`config.mk`:
```
export PLATFORM = sky130hd
export DESIGN_NAME = serial_load_phase_realign_timer
export DESIGN_NICKNAME = d
export VERILOG_FILES = /design/src/realign_pkg.sv /design/src/pin_sync.sv /design/src/serial_load_phase_realign_timer.sv
export SDC_FILE = /design/constraint.sdc
export NUM_CORES = 1
export LEC_CHECK = 0
export BUFFER_PORTS_ARGS = -buffer_cell sky130_fd_sc_hd__buf_2
export CORE_UTILIZATION = 54
export CTS_CLUSTER_DIAMETER = 40
export DETAILED_ROUTE_END_ITERATION = 6
export GPL_TIMING_DRIVEN = 0
export PLACE_DENSITY = 0.82
export SETUP_SLACK_MARGIN = 0.05
export SYNTH_ARGS = -nofsm -noshare
export SYNTH_HDL_FRONTEND = slang
export SYNTH_SLANG_ARGS = --single-unit
```
`constraint.sdc`:
```
create_clock -name i_clock -period 4.6 [get_ports i_clock]
set_input_delay 0 -clock i_clock [delete_from_list [all_inputs] [get_ports i_clock]]
set_output_delay 0 -clock i_clock [all_outputs]
set_load 0.02 [all_outputs]
```
`src/realign_pkg.sv`:
```
package realign_pkg;
  // Serial word layout
  localparam int WORD_W       = 24;
  localparam int SEL_LSB      = 0;
  localparam int SEL_W        = 2;
  localparam int LOAD_SEL_BIT = 23;
  localparam int DEN_LSB      = 3;
  localparam int DEN_W        = 11;
  localparam int MULT_LSB     = 12;
  localparam int MULT_W       = 4;
  localparam int PERIOD_W     = DEN_W + MULT_W;
  localparam logic [1:0] SEL_FIRST  = 2'h0;
  localparam logic [1:0] SEL_SECOND = 2'h1;
  localparam logic [1:0] SEL_THIRD  = 2'h2;
  // Sync pulses seen after a frequency load before realigning
  localparam logic [1:0] REALIGN_PULSES = 2'h2;
  // Reset values
  localparam logic [DEN_W-1:0]  DEN_RST  = 11'h000;
  localparam logic [MULT_W-1:0] MULT_RST = 4'h0;
  localparam logic [31:0]       CTRL_RST = 32'h0000_0001;
  // Wishbone byte offsets
  localparam logic [7:0] OFS_CTRL     = 8'h00;
  localparam logic [7:0] OFS_STATUS   = 8'h04;
  localparam logic [7:0] OFS_SECOND   = 8'h08;
  localparam logic [7:0] OFS_THIRD    = 8'h0c;
  localparam logic [7:0] OFS_FIRST    = 8'h10;
  localparam logic [7:0] OFS_COUNT    = 8'h14;
  localparam logic [7:0] OFS_SETTINGS = 8'h18;
  // Field positions
  localparam int CTRL_PORT_EN   = 0;
  localparam int ST_ENABLED     = 0;
  localparam int ST_SYNC_SEEN   = 1;
  localparam int ST_REALIGN_SEEN = 2;
  localparam int ST_PEND_LSB    = 4;
endpackage

```
`src/pin_sync.sv`:
```
`timescale 1ns/10ps
module pin_sync #(
  parameter int WIDTH = 3
) (
  input  wire logic             i_clock,   // System clock
  input  wire logic             i_resetn,  // Synchronous reset, active low
  input  wire logic [WIDTH-1:0] i_async,   // Pins from outside the domain
  output logic      [WIDTH-1:0] o_sync     // Two-flop synchronised copy
);
  logic [WIDTH-1:0] meta_r;
  logic [WIDTH-1:0] hold_r;

  genvar g;
  generate
    for (g = 0; g < WIDTH; g++) begin : g_bit
      always_ff @(posedge i_clock) begin
        if (!i_resetn) begin
          meta_r[g] <= 1'b0;
          hold_r[g] <= 1'b0;
        end else begin
          meta_r[g] <= i_async[g];
          hold_r[g] <= meta_r[g];
        end
      end
    end
  endgenerate

  assign o_sync = hold_r;
endmodule // pin_sync

```
`src/serial_load_phase_realign_timer.sv`:
```
`timescale 1ns/10ps
// Contract
// (RULE1) Sync period is multiplier times interval cycles
// (RULE2) Multiplier is third word bits 15..12
// (RULE3) Multiplier zero disables all sync pulses
// (RULE4) Host makes interval a denominator multiple
// (RULE5) Load-select bit set stores interval count
// (RULE6) Realign on second sync after strobe
// (RULE7) Host keeps sync period above lock time
// (RULE8) Shift on clock rise, latch on strobe
// (RULE9) Host serial clock at most 20 MHz
// (RULE10) Host sends three bytes, then raises strobe
// (RULE11) Host uses clock phase zero as master
// (RULE12) Host keeps denominator within 2..4095; the 11-bit field holds at most 2047
// (RULE13) Timer advances once per comparator cycle
// (RULE14) Words arrive most significant bit first
// (RULE15) Timer restarts from zero after each pulse
module serial_load_phase_realign_timer
  import realign_pkg::*;
(
  input  wire logic        i_clock,          // 25 MHz system clock
  input  wire logic        i_resetn,         // Synchronous reset, low
  input  wire logic        i_serial_clock,   // Serial clock pin
  input  wire logic        i_serial_data,    // Serial data pin
  input  wire logic        i_latch_strobe,   // Latch strobe pin
  input  wire logic        i_compare_ref,    // Comparator reference pin
  output logic             o_sync_pulse,     // One-cycle sync pulse
  output logic             o_phase_realign,  // One-cycle realign pulse
  input  wire logic        i_wb_cyc,         // Wishbone cycle
  input  wire logic        i_wb_stb,         // Wishbone strobe
  input  wire logic        i_wb_we,          // Wishbone write enable
  input  wire logic [7:0]  i_wb_adr,         // Wishbone byte address
  input  wire logic [3:0]  i_wb_sel,         // Wishbone byte lanes
  input  wire logic [31:0] i_wb_dat,         // Wishbone write data
  output logic      [31:0] o_wb_dat,         // Wishbone read data
  output logic             o_wb_ack          // Wishbone acknowledge
);
  import realign_pkg::*;

  logic [2:0]          pins_s;
  logic                sclk_d_r;
  logic                le_d_r;
  logic                ref_d_r;
  logic                sclk_rise;
  logic                le_rise;
  logic                ref_edge;
  logic                data_s;
  logic [WORD_W-1:0]   shift_r;
  logic [WORD_W-1:0]   first_word_r;
  logic [WORD_W-1:0]   second_word_r;
  logic [WORD_W-1:0]   third_word_r;
  logic [DEN_W-1:0]    fraction_denominator_r;
  logic [DEN_W-1:0]    interval_r;
  logic [MULT_W-1:0]   mult_r;
  logic [PERIOD_W-1:0] period;
  logic [PERIOD_W-1:0] count_r;
  logic                sync_nxt;
  logic [1:0]          pend_r;
  logic [31:0]         ctrl_r;
  logic                sync_seen_r;
  logic                realign_seen_r;
  logic                port_en;
  logic                wb_req;
  logic                wb_wr;
  logic [SEL_W-1:0]    sel_field;

  pin_sync #(
    .WIDTH (3)
  ) u_pin_sync (
    .i_clock  (i_clock),
    .i_resetn (i_resetn),
    .i_async  ({i_compare_ref, ~i_latch_strobe, i_serial_clock}),
    .o_sync   (pins_s)
  );

  // Second flop of the data pin lines up with the clock pin's copy
  logic data_m_r;
  logic data_r;
  always_ff @(posedge i_clock) begin
    if (!i_resetn) begin
      data_m_r <= 1'b0;
      data_r   <= 1'b0;
    end else begin
      data_m_r <= i_serial_data;
      data_r   <= data_m_r;
    end
  end
  assign data_s = data_r;

  always_ff @(posedge i_clock) begin
    if (!i_resetn) begin
      sclk_d_r <= 1'b0;
      le_d_r   <= 1'b0;
      ref_d_r  <= 1'b0;
    end else begin
      sclk_d_r <= pins_s[0];
      le_d_r   <= pins_s[1];
      ref_d_r  <= pins_s[2];
    end
  end

  assign port_en   = ctrl_r[CTRL_PORT_EN];
  assign sclk_rise = port_en && pins_s[0] && !sclk_d_r;
  // Strobe idles high, so its copy is inverted to match the reset value
  assign le_rise   = port_en && !pins_s[1] && le_d_r;
  assign ref_edge  = pins_s[2] && !ref_d_r;
  assign sel_field = shift_r[SEL_LSB +: SEL_W];

  // (RULE8) shift on rise
  // (RULE14) MSB first
  always_ff @(posedge i_clock) begin
    if (!i_resetn) begin
      shift_r <= '0;
    end else if (sclk_rise) begin
      shift_r <= {shift_r[WORD_W-2:0], data_s};
    end
  end

  // (RULE8) strobe transfers word
  always_ff @(posedge i_clock) begin
    if (!i_resetn) begin
      first_word_r  <= '0;
      second_word_r <= '0;
      third_word_r  <= '0;
    end else if (le_rise) begin
      case (sel_field)
        SEL_FIRST:  first_word_r  <= shift_r;
        SEL_SECOND: second_word_r <= shift_r;
        SEL_THIRD:  third_word_r  <= shift_r;
        default:    first_word_r  <= first_word_r;
      endcase
    end
  end

  // (RULE5) interval or denominator
  always_ff @(posedge i_clock) begin
    if (!i_resetn) begin
      fraction_denominator_r <= DEN_RST;
      interval_r             <= DEN_RST;
    end else if (le_rise && sel_field == SEL_SECOND) begin
      if (shift_r[LOAD_SEL_BIT]) begin
        interval_r <= shift_r[DEN_LSB +: DEN_W];
      end else begin
        fraction_denominator_r <= shift_r[DEN_LSB +: DEN_W];
      end
    end
  end

  // (RULE2) multiplier field
  always_ff @(posedge i_clock) begin
    if (!i_resetn) begin
      mult_r <= MULT_RST;
    end else if (le_rise && sel_field == SEL_THIRD) begin
      mult_r <= shift_r[MULT_LSB +: MULT_W];
    end
  end

  // (RULE1) period product
  assign period = PERIOD_W'(mult_r) * PERIOD_W'(interval_r);

  // (RULE3) zero multiplier disables
  assign sync_nxt = ref_edge && mult_r != '0 && period != '0
                    && count_r == period - PERIOD_W'(1);

  // (RULE13) one step per cycle
  // (RULE15) restart after pulse
  always_ff @(posedge i_clock) begin
    if (!i_resetn) begin
      count_r <= '0;
    end else if (ref_edge) begin
      if (mult_r == '0 || sync_nxt || count_r >= period) begin
        count_r <= '0;
      end else begin
        count_r <= count_r + PERIOD_W'(1);
      end
    end
  end

  // (RULE6) second pulse realigns
  always_ff @(posedge i_clock) begin
    if (!i_resetn) begin
      pend_r <= 2'h0;
    end else if (le_rise && sel_field == SEL_FIRST) begin
      pend_r <= REALIGN_PULSES;
    end else if (sync_nxt && pend_r != 2'h0) begin
      pend_r <= pend_r - 2'h1;
    end
  end

  always_ff @(posedge i_clock) begin
    if (!i_resetn) begin
      o_sync_pulse    <= 1'b0;
      o_phase_realign <= 1'b0;
    end else begin
      o_sync_pulse    <= sync_nxt;
      o_phase_realign <= sync_nxt && pend_r == 2'h1
                         && !(le_rise && sel_field == SEL_FIRST);
    end
  end

  // Wishbone slave: one wait state, ack for one cycle
  assign wb_req = i_wb_cyc && i_wb_stb && !o_wb_ack;
  assign wb_wr  = wb_req && i_wb_we;

  always_ff @(posedge i_clock) begin
    if (!i_resetn) begin
      ctrl_r <= CTRL_RST;
    end else if (wb_wr && i_wb_adr == OFS_CTRL && i_wb_sel[0]) begin
      ctrl_r <= {31'h0, i_wb_dat[CTRL_PORT_EN]};
    end
  end

  // Sticky flags: hardware set wins over write-one clear
  always_ff @(posedge i_clock) begin
    if (!i_resetn) begin
      sync_seen_r    <= 1'b0;
      realign_seen_r <= 1'b0;
    end else begin
      if (o_sync_pulse) begin
        sync_seen_r <= 1'b1;
      end else if (wb_wr && i_wb_adr == OFS_STATUS && i_wb_sel[0]
                   && i_wb_dat[ST_SYNC_SEEN]) begin
        sync_seen_r <= 1'b0;
      end
      if (o_phase_realign) begin
        realign_seen_r <= 1'b1;
      end else if (wb_wr && i_wb_adr == OFS_STATUS && i_wb_sel[0]
                   && i_wb_dat[ST_REALIGN_SEEN]) begin
        realign_seen_r <= 1'b0;
      end
    end
  end

  always_ff @(posedge i_clock) begin
    if (!i_resetn) begin
      o_wb_ack <= 1'b0;
      o_wb_dat <= '0;
    end else begin
      o_wb_ack <= wb_req;
      o_wb_dat <= '0;
      if (wb_req && !i_wb_we) begin
        case (i_wb_adr)
          OFS_CTRL:     o_wb_dat <= ctrl_r;
          OFS_STATUS:   o_wb_dat <= {26'h0, pend_r, 1'b0,
                                     realign_seen_r, sync_seen_r,
                                     mult_r != '0};
          OFS_SECOND:   o_wb_dat <= {8'h0, second_word_r};
          OFS_THIRD:    o_wb_dat <= {8'h0, third_word_r};
          OFS_FIRST:    o_wb_dat <= {8'h0, first_word_r};
          OFS_COUNT:    o_wb_dat <= {17'h0, count_r};
          OFS_SETTINGS: o_wb_dat <= {5'h0, fraction_denominator_r,
                                     1'b0, interval_r, mult_r};
          default:      o_wb_dat <= '0;
        endcase
      end
    end
  end

  AST_SYNC_PERIOD: assert property ( // RULE1
    @(posedge i_clock) disable iff (!i_resetn)
    o_sync_pulse |-> $past(count_r) == $past(period) - PERIOD_W'(1)
                     && $past(ref_edge))
    else $error("sync pulse off its period");

  AST_MULT_FIELD: assert property ( // RULE2
    @(posedge i_clock) disable iff (!i_resetn)
    (le_rise && sel_field == SEL_THIRD)
      |=> mult_r == $past(shift_r[15:12]))
    else $error("multiplier not taken from bits 15..12");

  AST_DISABLED: assert property ( // RULE3
    @(posedge i_clock) disable iff (!i_resetn)
    ($past(mult_r) == '0) |-> !o_sync_pulse && !o_phase_realign)
    else $error("sync pulse while disabled");

  AST_INTERVAL: assert property ( // RULE5
    @(posedge i_clock) disable iff (!i_resetn)
    (le_rise && sel_field == SEL_SECOND && shift_r[23])
      |=> interval_r == $past(shift_r[13:3]))
    else $error("interval count not stored");

  AST_REALIGN: assert property ( // RULE6
    @(posedge i_clock) disable iff (!i_resetn)
    o_phase_realign |-> o_sync_pulse && $past(pend_r) == 2'h1)
    else $error("realign not on second sync pulse");

  AST_SHIFT: assert property ( // RULE8
    @(posedge i_clock) disable iff (!i_resetn)
    sclk_rise |=> shift_r == {$past(shift_r[22:0]), $past(data_s)})
    else $error("serial bit not shifted in");

  AST_COUNT_EDGE: assert property ( // RULE13
    @(posedge i_clock) disable iff (!i_resetn)
    !ref_edge |=> $stable(count_r))
    else $error("timer moved without a comparator edge");

  AST_RESTART: assert property ( // RULE15
    @(posedge i_clock) disable iff (!i_resetn)
    o_sync_pulse |-> count_r == '0 ##1 count_r <= PERIOD_W'(1))
    else $error("timer did not restart after pulse");
endmodule // serial_load_phase_realign_timer

```
==> results of run 1 <==
-- tightest hold or removal path: stages --
cell     delay [ns]
buf_2          0.13
or4_1          0.16
mux2i_1        0.08
nand2_1        0.06
-- cells by family (layout without fill, tap and decap cells) --
family | after synthesis | after routing
compound gates | 290 | 290
xor+xnor | 35 | 35
fa+ha+maj | 57 | 57
buf+inv | 118 | 254
flops | 179 | 179
mux | 11 | 11
other cells | 1 | 7
simple gates | 470 | 470
-- power groups by stage --
stage | Clock, mW | Combinational (mW) | Sequential, mW
CTS | 1.45 | 0.0866 | 1.55
finish | 1.45 | 0.0896 | 1.55
detailed placement | 0 | 0.0787 | 1.59
global route | 1.51 | 0.0948 | 1.55
global placement | 0 | 0.0776 | 1.59
floorplan | 0 | 0.0471 | 1.59
-- through the flow --
stage | total power, mW | cell area (µm²) | TNS (ns) | setup slack (ns)
floorplan | 1.638 | 9376 | 0 | 0.05087
global placement | 1.668 | 9902 | -10.16 | -0.9329
global route | 3.163 | 11670 | -9.211 | -0.6449
finish | 3.096 | 11680 | -7.467 | -0.5314
CTS | 3.087 | 11280 | -1.486 | -0.1608
detailed placement | 1.669 | 9902 | -12.34 | -1.075
-- area by class of cell --
cell class,count,area (µm²),share of cell area (%)
flip-flops and latches,179,3602,30.84
repair buffers,109,775.7,6.642
inverters,41,153.9,1.318
well taps,220,275.3,2.357
plain buffers,72,322.8,2.764
clock inverters,14,153.9,1.318
clock buffers,18,439.2,3.760
multi-input cells,868,5952,50.96
diodes,2,5.005,0.04285
-- path summary, 6_finish.rpt --
kind | slack, ns | end
min reg2reg | 0.44 | u_pin_sync.o_sync[1]
min | 0.02 | ctrl_r[0]
max reg2reg | -0.53 | pend_r[0]
max | -0.53 | pend_r[0]
-- state kept, by name, summed over array words and instances (netlist names), 11 cells and up --
signal	count
count_r	15
third_word_r	24
fraction_denominator_r	11
interval_r	11
first_word_r	24
second_word_r	24
o_wb_dat	27
shift_r	24
-- cells in the final DEF (no fill, tap or decap), types with 9 or more instances in the layout --
| cell type | Yosys | layout |
|---|---|---|
| a21oi_1 | 162 | 153 |
| clkbuf_16 | 0 | 17 |
| and3_1 | 12 | 12 |
| nand2_1 | 288 | 283 |
| mux2i_1 | 10 | 9 |
| nand4_1 | 15 | 15 |
| nor3_1 | 17 | 10 |
| a211oi_2 | 2 | 12 |
| dlygate4sd3_1 | 0 | 9 |
| ha_1 | 39 | 31 |
| a22oi_1 | 28 | 27 |
| fa_1 | 18 | 14 |
| a21o_1 | 12 | 11 |
| buf_4 | 7 | 45 |
| o21ai_0 | 14 | 11 |
| clkbuf_1 | 66 | 58 |
| inv_1 | 40 | 36 |
| buf_2 | 1 | 52 |
| nand3_1 | 15 | 13 |
| and2_1 | 35 | 33 |
| dfxtp_1 | 179 | 170 |
| a222oi_1 | 10 | 10 |
| xnor2_1 | 19 | 16 |
| nor2_1 | 48 | 44 |
-- metal layers --
layer | track usage, % | part of all wire, % | wire (µm)
met1 | 37.58 | 38 | 11340
met2 | 55.90 | 49 | 14600
met3 | 5.287 | 8.2 | 2435
met4 | 15.90 | 4.9 | 1460
met5 | 0 | 0 | 0
-- what timing repair did --
action                                  CTS  global route
endpoints found under the setup margin   19            19
cloned                                    2             0
endpoints found under the hold margin    10             0
hold buffers                              9             0
buffers inserted                         23            25
resized for setup                       103            45
pin swaps                                48            43
==> flow_summary.json, run 1 <==
{
  "slew_headroom_pct": 38.76,
  "grt_max_degree": 17,
  "setup_viol": 19,
  "cp_max_fo": 7,
  "synth.distinct_cells": 68,
  "fp.dieArea_um2": 17690,
  "cp-startpoint": "third_word_r[15]",
  "synth_warnings": 0,
  "power_leakage_nw": 4.373,
  "hp-class": "in2reg",
  "synth-xor-area-share_pct": 3.605,
  "netlist.area_leader.share_pct": 38.67,
  "synth_common_cells": "288 x nand2_1, 179 x dfxtp_1, 162 x a21oi_1",
  "internal-power_mw": 2.398,
  "clock_sinks": 179,
  "cp_data_arrival_time_ns": 5.48,
  "p_switching_mw": 0.6982,
  "yosysTopAreaCell": "dfxtp_1",
  "critPathSlowestCell": "or4_1",
  "critPathTopFamily": "compound AO/OA/AOI/OAI gates",
  "period_minus_slack_ns": 5.131,
  "hold_path.startpoint": "i_wb_adr[4]",
  "cp_common_cell": "fa_2",
  "final_antenna_net_count": 0,
  "combPwrFrac_pct": 2.9,
  "avgViaCountPerCell": 6.123,
  "synth.mux.area_fraction_pct": 1.202,
  "async_flop_share_pct": 0,
  "synthCells": 1161,
  "ir_drop_v": 0.0002654,
  "r2r-start": "third_word_r[15]",
  "synth-compound-area-share_pct": 19.67,
  "drtIter0Drc": 1046,
  "finClkSkew_ns": 0.007869,
  "synth.most_common_cell": "nand2_1",
  "pwr-share-clk_pct": 46.9,
  "route.detailed.drc": 0,
  "required_ns": 4.94,
  "antenna_found_initial": 1,
  "syn_avg_cell_area_um2": 7.981,
  "overflow": 0,
  "fp.dieW_um": 133.0,
  "htreeDepth": 4,
  "synth-simple-area-share_pct": 22.58,
  "run_status": "finished with violations",
  "rr_worst_depth": 16,
  "dp_hpwl_um": 18550,
  "synth_top_family_by_area": "simple AND/OR/NAND/NOR gates",
  "synth_ff_type": "dfxtp_1",
  "area_delta_synth_final_pct": 26.05,
  "cp-start-kind": "flop",
  "drt_wl_total_um": 29830,
  "swShare_pct": 22.55,
  "floorplan.die.height_um": 133.0,
  "maxCapViolations": 0,
  "numCtsBuffers": 17,
  "cp_cell_sequence": "buf_6 > nand2_4 > fa_2 > fa_2 > fa_2 > nand2b_4 > a21oi_4 > buf_4 > xnor3_1 > o21ai_0 > nand4_1 > a21oi_1 > nand4_1 > a2111o_1 > or4_1 > a211oi_2",
  "synth-seq-area-share_pct": 38.67,
  "hold_viol_final": 0,
  "clockRootBuffer": "clkbuf_16",
  "period_share_pct": 111.6,
  "grt_pass1_wl_um": 44170,
  "criticalPathCategory": "reg2reg",
  "final_nets": 1398,
  "synth_fa_ha_area_share_pct": 9.155,
  "firstDrtPassIters": 5,
  "fin_ws_ns": -0.5314,
  "core_um2": 16640,
  "nFillCells": 1242,
  "place.gp.congestion": 0.9060,
  "path_buf_inv": 2,
  "violations": "setup timing",
  "port-buffer-count": 50,
  "endpoint_kind": "flop",
  "worst_pin_slew_ns": 0.9136,
  "max_freq_mhz": 194.9,
  "vias": 9325,
  "synth_seq_cells": 179,
  "io_pins": 88,
  "dp_cells": 1435,
  "ctsLongestPathBuffers": 2,
  "fin_util_pct": 70.18,
  "slowest_delay_ns": 0.58,
  "synth_area_um2": 9266,
  "initial_utilization_pct": 55.68,
  "synth_edf_count": 0,
  "crit_cells": 16,
  "grt_pass1_vias": 8612,
  "rows": 47,
  "rsz0062_at_grt": "yes",
  "fin_hold_ws_ns": 0.02097,
  "cts_tree": "done",
  "min_path_cells": 4,
  "grt_usage_pct": 31.90,
  "seq_power_share_pct": 50.2,
  "clk_transition_reported_paths_ns": 0.07,
  "p_per_area_nw_per_um2": 265.1,
  "drt-wirelength-per-cell_um": 19.59,
  "slew_violations": 0,
  "synth.top_cells.by_area": "dfxtp_1 39%, nand2_1 12%, a21oi_1 8.7%",
  "stdcell_count": 1523,
  "clk_latency_ns": 0.43,
  "layout-drive-gt1-share_pct": 19.75
}
Note: power is estimated with default switching activity, not from simulation.
==> run 2, diff against run 1 <==
--- a/config.mk
+++ b/config.mk
@@ -6,11 +6,12 @@
 export NUM_CORES = 1
 export LEC_CHECK = 0
 export BUFFER_PORTS_ARGS = -buffer_cell sky130_fd_sc_hd__buf_2
-export CORE_UTILIZATION = 54
+export CORE_UTILIZATION = 56
+export CTS_BUF_LIST = sky130_fd_sc_hd__clkbuf_4
 export CTS_CLUSTER_DIAMETER = 40
 export DETAILED_ROUTE_END_ITERATION = 6
 export GPL_TIMING_DRIVEN = 0
-export PLACE_DENSITY = 0.82
+export PLACE_DENSITY = 0.84
 export SETUP_SLACK_MARGIN = 0.05
 export SYNTH_ARGS = -nofsm -noshare
 export SYNTH_HDL_FRONTEND = slang
==> flow_summary.json, run 2 (synthesized netlist as in run 1, its figures left out) <==
{
  "run_status": "finished with violations",
  "violations": "setup timing",
  "layout_common_cells": "282 x nand2_1, 168 x dfxtp_1, 154 x a21oi_1",
  "critPathSlowestCell": "a2111o_1",
  "drt-wirelength-per-cell_um": 19.64,
  "power_mw": 2.509,
  "grt_pass1_vias": 8941,
  "rows": 46,
  "initial_utilization_pct": 57.91,
  "antenna_found_initial": 1,
  "power_leakage_nw": 4.378,
  "cp_cell_sequence": "buf_4 > nand2_1 > fa_1 > inv_1 > fa_1 > ha_4 > o211a_1 > a21bo_4 > a31oi_4 > buf_4 > mux2i_4 > nand2_4 > a31oi_4 > xor2_2 > a2111o_1 > or4_1 > a211oi_2",
  "grt_pass1_wl_um": 44240,
  "cp-start-kind": "flop",
  "largest-register": "o_wb_dat",
  "hold_path_end": "o_wb_dat[3]",
  "p_per_area_nw_per_um2": 216.4,
  "largest_reg_flops": 27,
  "fp.dieW_um": 130.6,
  "avgViaCountPerCell": 6.158,
  "critPathTopFamily": "compound AO/OA/AOI/OAI gates",
  "setup_viol": 19,
  "fin_util_pct": 72.45,
  "crit_cells": 17,
  "grt_max_degree": 18,
  "hold_path.startpoint": "i_wb_adr[7]",
  "cp_max_fo": 6,
  "final_nets": 1423,
  "rr_worst_depth": 17,
  "max_freq_mhz": 193.7,
  "floorplan.die.height_um": 130.6,
  "dpl_worst_slack_ns": -0.9493,
  "cts_tree": "done",
  "core_um2": 16000,
  "layout-drive-gt1-share_pct": 20.36,
  "period_share_pct": 112.2,
  "hp-class": "in2reg",
  "grt_usage_pct": 33.87,
  "drtIter0Drc": 899,
  "io_pins": 88,
  "period_minus_slack_ns": 5.162,
  "fin_ws_ns": -0.5617,
  "ctsLongestPathBuffers": 2,
  "final_antenna_net_count": 0,
  "criticalPathCategory": "reg2reg",
  "r2r-start": "third_word_r[15]",
  "route.detailed.drc": 0,
  "clk_latency_ns": 0.58,
  "dp_hpwl_um": 18660,
  "cp_data_arrival_time_ns": 5.66,
  "min_path_cells": 5,
  "fp.dieArea_um2": 17070,
  "drt_wl_total_um": 30300,
  "firstDrtPassIters": 7,
  "fin_tns_setup_ns": -6.676,
  "rsz0062_at_grt": "yes",
  "clockRootBuffer": "clkbuf_4",
  "maxCapViolations": 0,
  "nFillCells": 1150,
  "numCtsBuffers": 17,
  "clk_transition_reported_paths_ns": 0.15,
  "slew_violations": 0,
  "htreeDepth": 4,
  "finClkSkew_ns": 0.01961,
  "endpoint_kind": "flop",
  "vias": 9502,
  "clock_sinks": 179,
  "required_ns": 5.10,
  "reg2reg_setup_slack_ns": -0.56,
  "ir_drop_v": 0.0002812,
  "slowest_delay_ns": 0.58,
  "r2r-end": "pend_r[0]",
  "slew_headroom_pct": 2.839,
  "layout_commonest_cell": "nand2_1",
  "port-buffer-count": 50,
  "path_buf_inv": 3,
  "worst_pin_slew_ns": 1.446,
  "overflow": 0,
  "area_delta_synth_final_pct": 25.10,
  "hold_viol_final": 0,
  "place.gp.congestion": 0.9228
}
==> run 2: changes by cell type in the layout (fill, tap and decap cells not counted), sizes merged <==
cell / previous run / this run
diode: 2 / 1
bufinv: 2 / 1
dlygate4sd3: 9 / 16
buf: 112 / 131
clkinv: 7 / 3
clkbuf: 78 / 76
clkinvlp: 3 / 5
inv: 43 / 47
==> run 2: worst max-delay path by stage <==
| stage | end | slack [ns] | from |
|---|---|---|---|
| 6_report | pend_r[0] | -0.56 | third_word_r[15] |
| 5_1_grt | pend_r[0] | -0.63 | third_word_r[15] |
| 4_1_cts | o_phase_realign | -0.17 | third_word_r[13] |
| 3_5_place_dp | o_phase_realign | -0.95 | third_word_r[15] |
| 3_3_place_gp | o_phase_realign | -0.88 | third_word_r[15] |
| 2_1_floorplan | pend_r[1] | 0.05 | third_word_r[15] |
==> run 2: final cells by class <==
| type | instances | area (µm²) | area share, % |
|---|---|---|---|
| Clock inverter | 15 | 147.6 | 1.274 |
| Antenna cell | 1 | 2.502 | 0.02159 |
| Timing Repair Buffer | 134 | 970.9 | 8.376 |
| Inverter | 41 | 161.4 | 1.392 |
| Multi-Input combinational cell | 868 | 5984 | 51.62 |
| Tap cell | 216 | 270.3 | 2.331 |
| Sequential cell | 179 | 3610 | 31.14 |
| Clock buffer | 17 | 127.6 | 1.101 |
| Buffer | 72 | 317.8 | 2.741 |
==> run 2: repair_timing <==
item / in CTS / in global routing
endpoints found under the hold margin: 19 / 0
pin swaps: 47 / 35
buffers inserted: 37 / 30
cloned: 0 / 1
hold buffers: 16 / 0
resized for setup: 104 / 61
setup endpoints to repair: 19 / 19
==> run 2: routing by layer <==
layer / track usage [%] / part of all wire [%]
met2: 58.11 / 49
met4: 20.96 / 5.5
met5: 0 / 0
met3: 7.614 / 8.9
met1: 38.31 / 37
==> run 2: where the power goes <==
part	leakage (nW)	internal (mW)	switching (mW)
combinational	2.79	0.0278	0.0628
sequential	1.45	1.55	0.00188
clock	0.136	0.283	0.581
==> run 2: metrics by stage <==
step	instance area [µm²]	hold WS, ns	std cells
5_1_grt	11590	0.04234	1543
3_3_place_gp	9897	0.1506	1431
2_1_floorplan	9376	0.06669	1165
3_5_place_dp	9897	0.1556	1431
6_report	11590	0.04860	1543
4_1_cts	11090	0.003050	1512
==> run 2: tightest hold or removal path: stages <==
cell and delay [ns]:
buf_2 0.08, nor2_1 0.05, and2_1 0.16, nand3_1 0.24, a21oi_1 0.07
==> run 3, diff against run 2 <==
--- a/config.mk
+++ b/config.mk
@@ -5,13 +5,14 @@
 export SDC_FILE = /design/constraint.sdc
 export NUM_CORES = 1
 export LEC_CHECK = 0
-export BUFFER_PORTS_ARGS = -buffer_cell sky130_fd_sc_hd__buf_2
-export CORE_UTILIZATION = 56
+export CORE_UTILIZATION = 59
 export CTS_BUF_LIST = sky130_fd_sc_hd__clkbuf_4
 export CTS_CLUSTER_DIAMETER = 40
 export DETAILED_ROUTE_END_ITERATION = 6
+export DONT_BUFFER_PORTS = 1
 export GPL_TIMING_DRIVEN = 0
-export PLACE_DENSITY = 0.84
+export PLACE_DENSITY_LB_ADDON = 0.25
+export RECOVER_POWER = 50
 export SETUP_SLACK_MARGIN = 0.05
 export SYNTH_ARGS = -nofsm -noshare
 export SYNTH_HDL_FRONTEND = slang
==> flow_summary.json, run 3 (synthesized netlist as in run 1, its figures left out) <==
{
  "clock_sinks": 179,
  "htreeDepth": 4,
  "dp_hpwl_um": 18550,
  "fin_hold_ws_ns": 0.01138,
  "fp.dieArea_um2": 16210,
  "clk_latency_ns": 0.58,
  "antenna_found_initial": 1,
  "initial_utilization_pct": 60.73,
  "reg2reg_setup_slack_ns": -0.33,
  "run_status": "finished with violations",
  "hold_viol_final": 0,
  "finClkSkew_ns": 0.02239,
  "fp.dieW_um": 127.3,
  "hold_path_end": "o_wb_dat[5]",
  "drt_wl_total_um": 28410,
  "grt_usage_pct": 33.89,
  "r2r-start": "third_word_r[13]",
  "max_freq_mhz": 202.7,
  "io_pins": 88,
  "grt_pass1_wl_um": 42700,
  "rows": 45,
  "setup_viol": 19,
  "required_ns": 5.10,
  "clk_transition_reported_paths_ns": 0.16,
  "drt-wirelength-per-cell_um": 19.20,
  "grt_pass1_vias": 8567,
  "endpoint_kind": "flop",
  "core_um2": 15260,
  "period_share_pct": 107.3,
  "largest_reg_flops": 27,
  "nFillCells": 1132,
  "cts_tree": "done",
  "layout_common_cells": "284 x nand2_1, 169 x dfxtp_1, 154 x a21oi_1",
  "p_per_area_nw_per_um2": 229.1,
  "min_path_cells": 5,
  "hp-class": "in2reg",
  "route.detailed.drc": 0,
  "hold_path.startpoint": "i_wb_adr[3]",
  "r2r-end": "pend_r[0]",
  "avgViaCountPerCell": 6.103,
  "criticalPathCategory": "reg2reg",
  "firstDrtPassIters": 6,
  "final_nets": 1365,
  "cp_data_arrival_time_ns": 5.44,
  "floorplan.die.height_um": 127.3,
  "violations": "capacitance limit, slew limit, setup timing",
  "layout-drive-gt1-share_pct": 15.85,
  "cp_max_fo": 5,
  "rr_worst_depth": 16,
  "fin_ws_ns": -0.3344,
  "power_leakage_nw": 4.051,
  "fin_util_pct": 73.64,
  "dpl_worst_slack_ns": -0.8893,
  "largest-register": "o_wb_dat",
  "period_minus_slack_ns": 4.934,
  "area_delta_synth_final_pct": 21.25,
  "seqCellArea_um2": 3608,
  "final_antenna_net_count": 0,
  "place.gp.congestion": 0.9318,
  "fin_tns_setup_ns": -5.705,
  "ir_drop_v": 0.0002358,
  "cp-start-kind": "flop",
  "layout_commonest_cell": "nand2_1",
  "maxCapViolations": 1,
  "port-buffer-count": 0,
  "slew_headroom_pct": -3.635,
  "drtIter0Drc": 825,
  "ctsLongestPathBuffers": 2,
  "vias": 9032,
  "multi_input_area_um2": 5924,
  "numCtsBuffers": 17,
  "clockRootBuffer": "clkbuf_4",
  "worst_pin_slew_ns": 1.543,
  "overflow": 0,
  "grt_max_degree": 17,
  "rsz0062_at_grt": "yes",
  "slew_violations": 11
}
[run 3: cell types whose count changed in the layout (fill, tap and decap cells not counted), moves of 3 or more]
cell / before / now
inv_8: 3 / 0
clkinv_4: 1 / 4
buf_4: 64 / 53
buf_2: 51 / 1
and2_1: 34 / 28
a21oi_2: 3 / 6
a21oi_4: 6 / 3
buf_6: 11 / 8
dlygate4sd3_1: 16 / 21
and2_0: 0 / 5
ha_2: 0 / 3
[run 3: cell type report]
type,count,area share (%)
multi-input combinational,868,52.73
inverter,41,1.370
clock inverter,15,1.626
antenna,1,0.02227
timing repair buffer,76,5.779
buffer,72,2.873
sequential,179,32.12
tap,211,2.350
clock buffer,17,1.136
[run 3: timing repair]
action                                  4_1_cts  5_1_grt
pin swaps                                    49       43
resized for setup                           105       38
gates cloned                                  2        0
hold buffers                                 21        0
endpoints found under the hold margin        35        0
endpoints found under the setup margin       19       19
setup buffers                                38       15
[run 3: how the worst max path moves through the flow]
stage,startpoint,end,slack [ns]
final,third_word_r[13],pend_r[0],-0.33
after global routing,third_word_r[13],pend_r[0],-0.45
after CTS,third_word_r[13],pend_r[0],-0.16
after detailed placement,third_word_r[15],o_phase_realign,-0.89
after global placement,third_word_r[15],o_phase_realign,-0.85
after floorplan,third_word_r[15],pend_r[1],0.05
[run 3: layer usage]
layer / global-route usage (%) / part of all wire (%) / vias to the layer above
li1: - / - / 4181
met1: 40.10 / 39 / 4292
met2: 58.95 / 49 / 450
met3: 5.151 / 6.9 / 109
met4: 18.77 / 4.8 / 0
met5: 0 / 0 / -
[run 3: power by group]
part | internal, mW | total (mW) | switching, mW
Clock | 0.382 | 0.936 | 0.554
Sequential | 1.55 | 1.55 | 0.00224
Combinational | 0.0242 | 0.0842 | 0.0600
[run 3: critical path: stages (launching register included)]
cell      delay (ns)
dfxtp_4         0.40
buf_8           0.12
nand2_4         0.05
fa_1            0.46
fa_2            0.58
inv_2           0.06
ha_4            0.21
a211oi_4        0.35
o211ai_2        0.17
a211oi_4        0.39
xnor2_2         0.12
a311o_1         0.39
a31o_1          0.23
o21a_1          0.15
a2111o_1        0.50
or4_4           0.45
a211oi_2        0.22
[run 3: stage by stage]
stage | power [mW] | instances | cell area [µm²]
finish | 2.575 | 1480 | 11240
global route | 2.636 | 1480 | 11240
CTS | 2.577 | 1465 | 10970
detailed placement | 1.660 | 1376 | 9641
global placement | 1.659 | 1376 | 9641
floorplan | 1.638 | 1165 | 9376
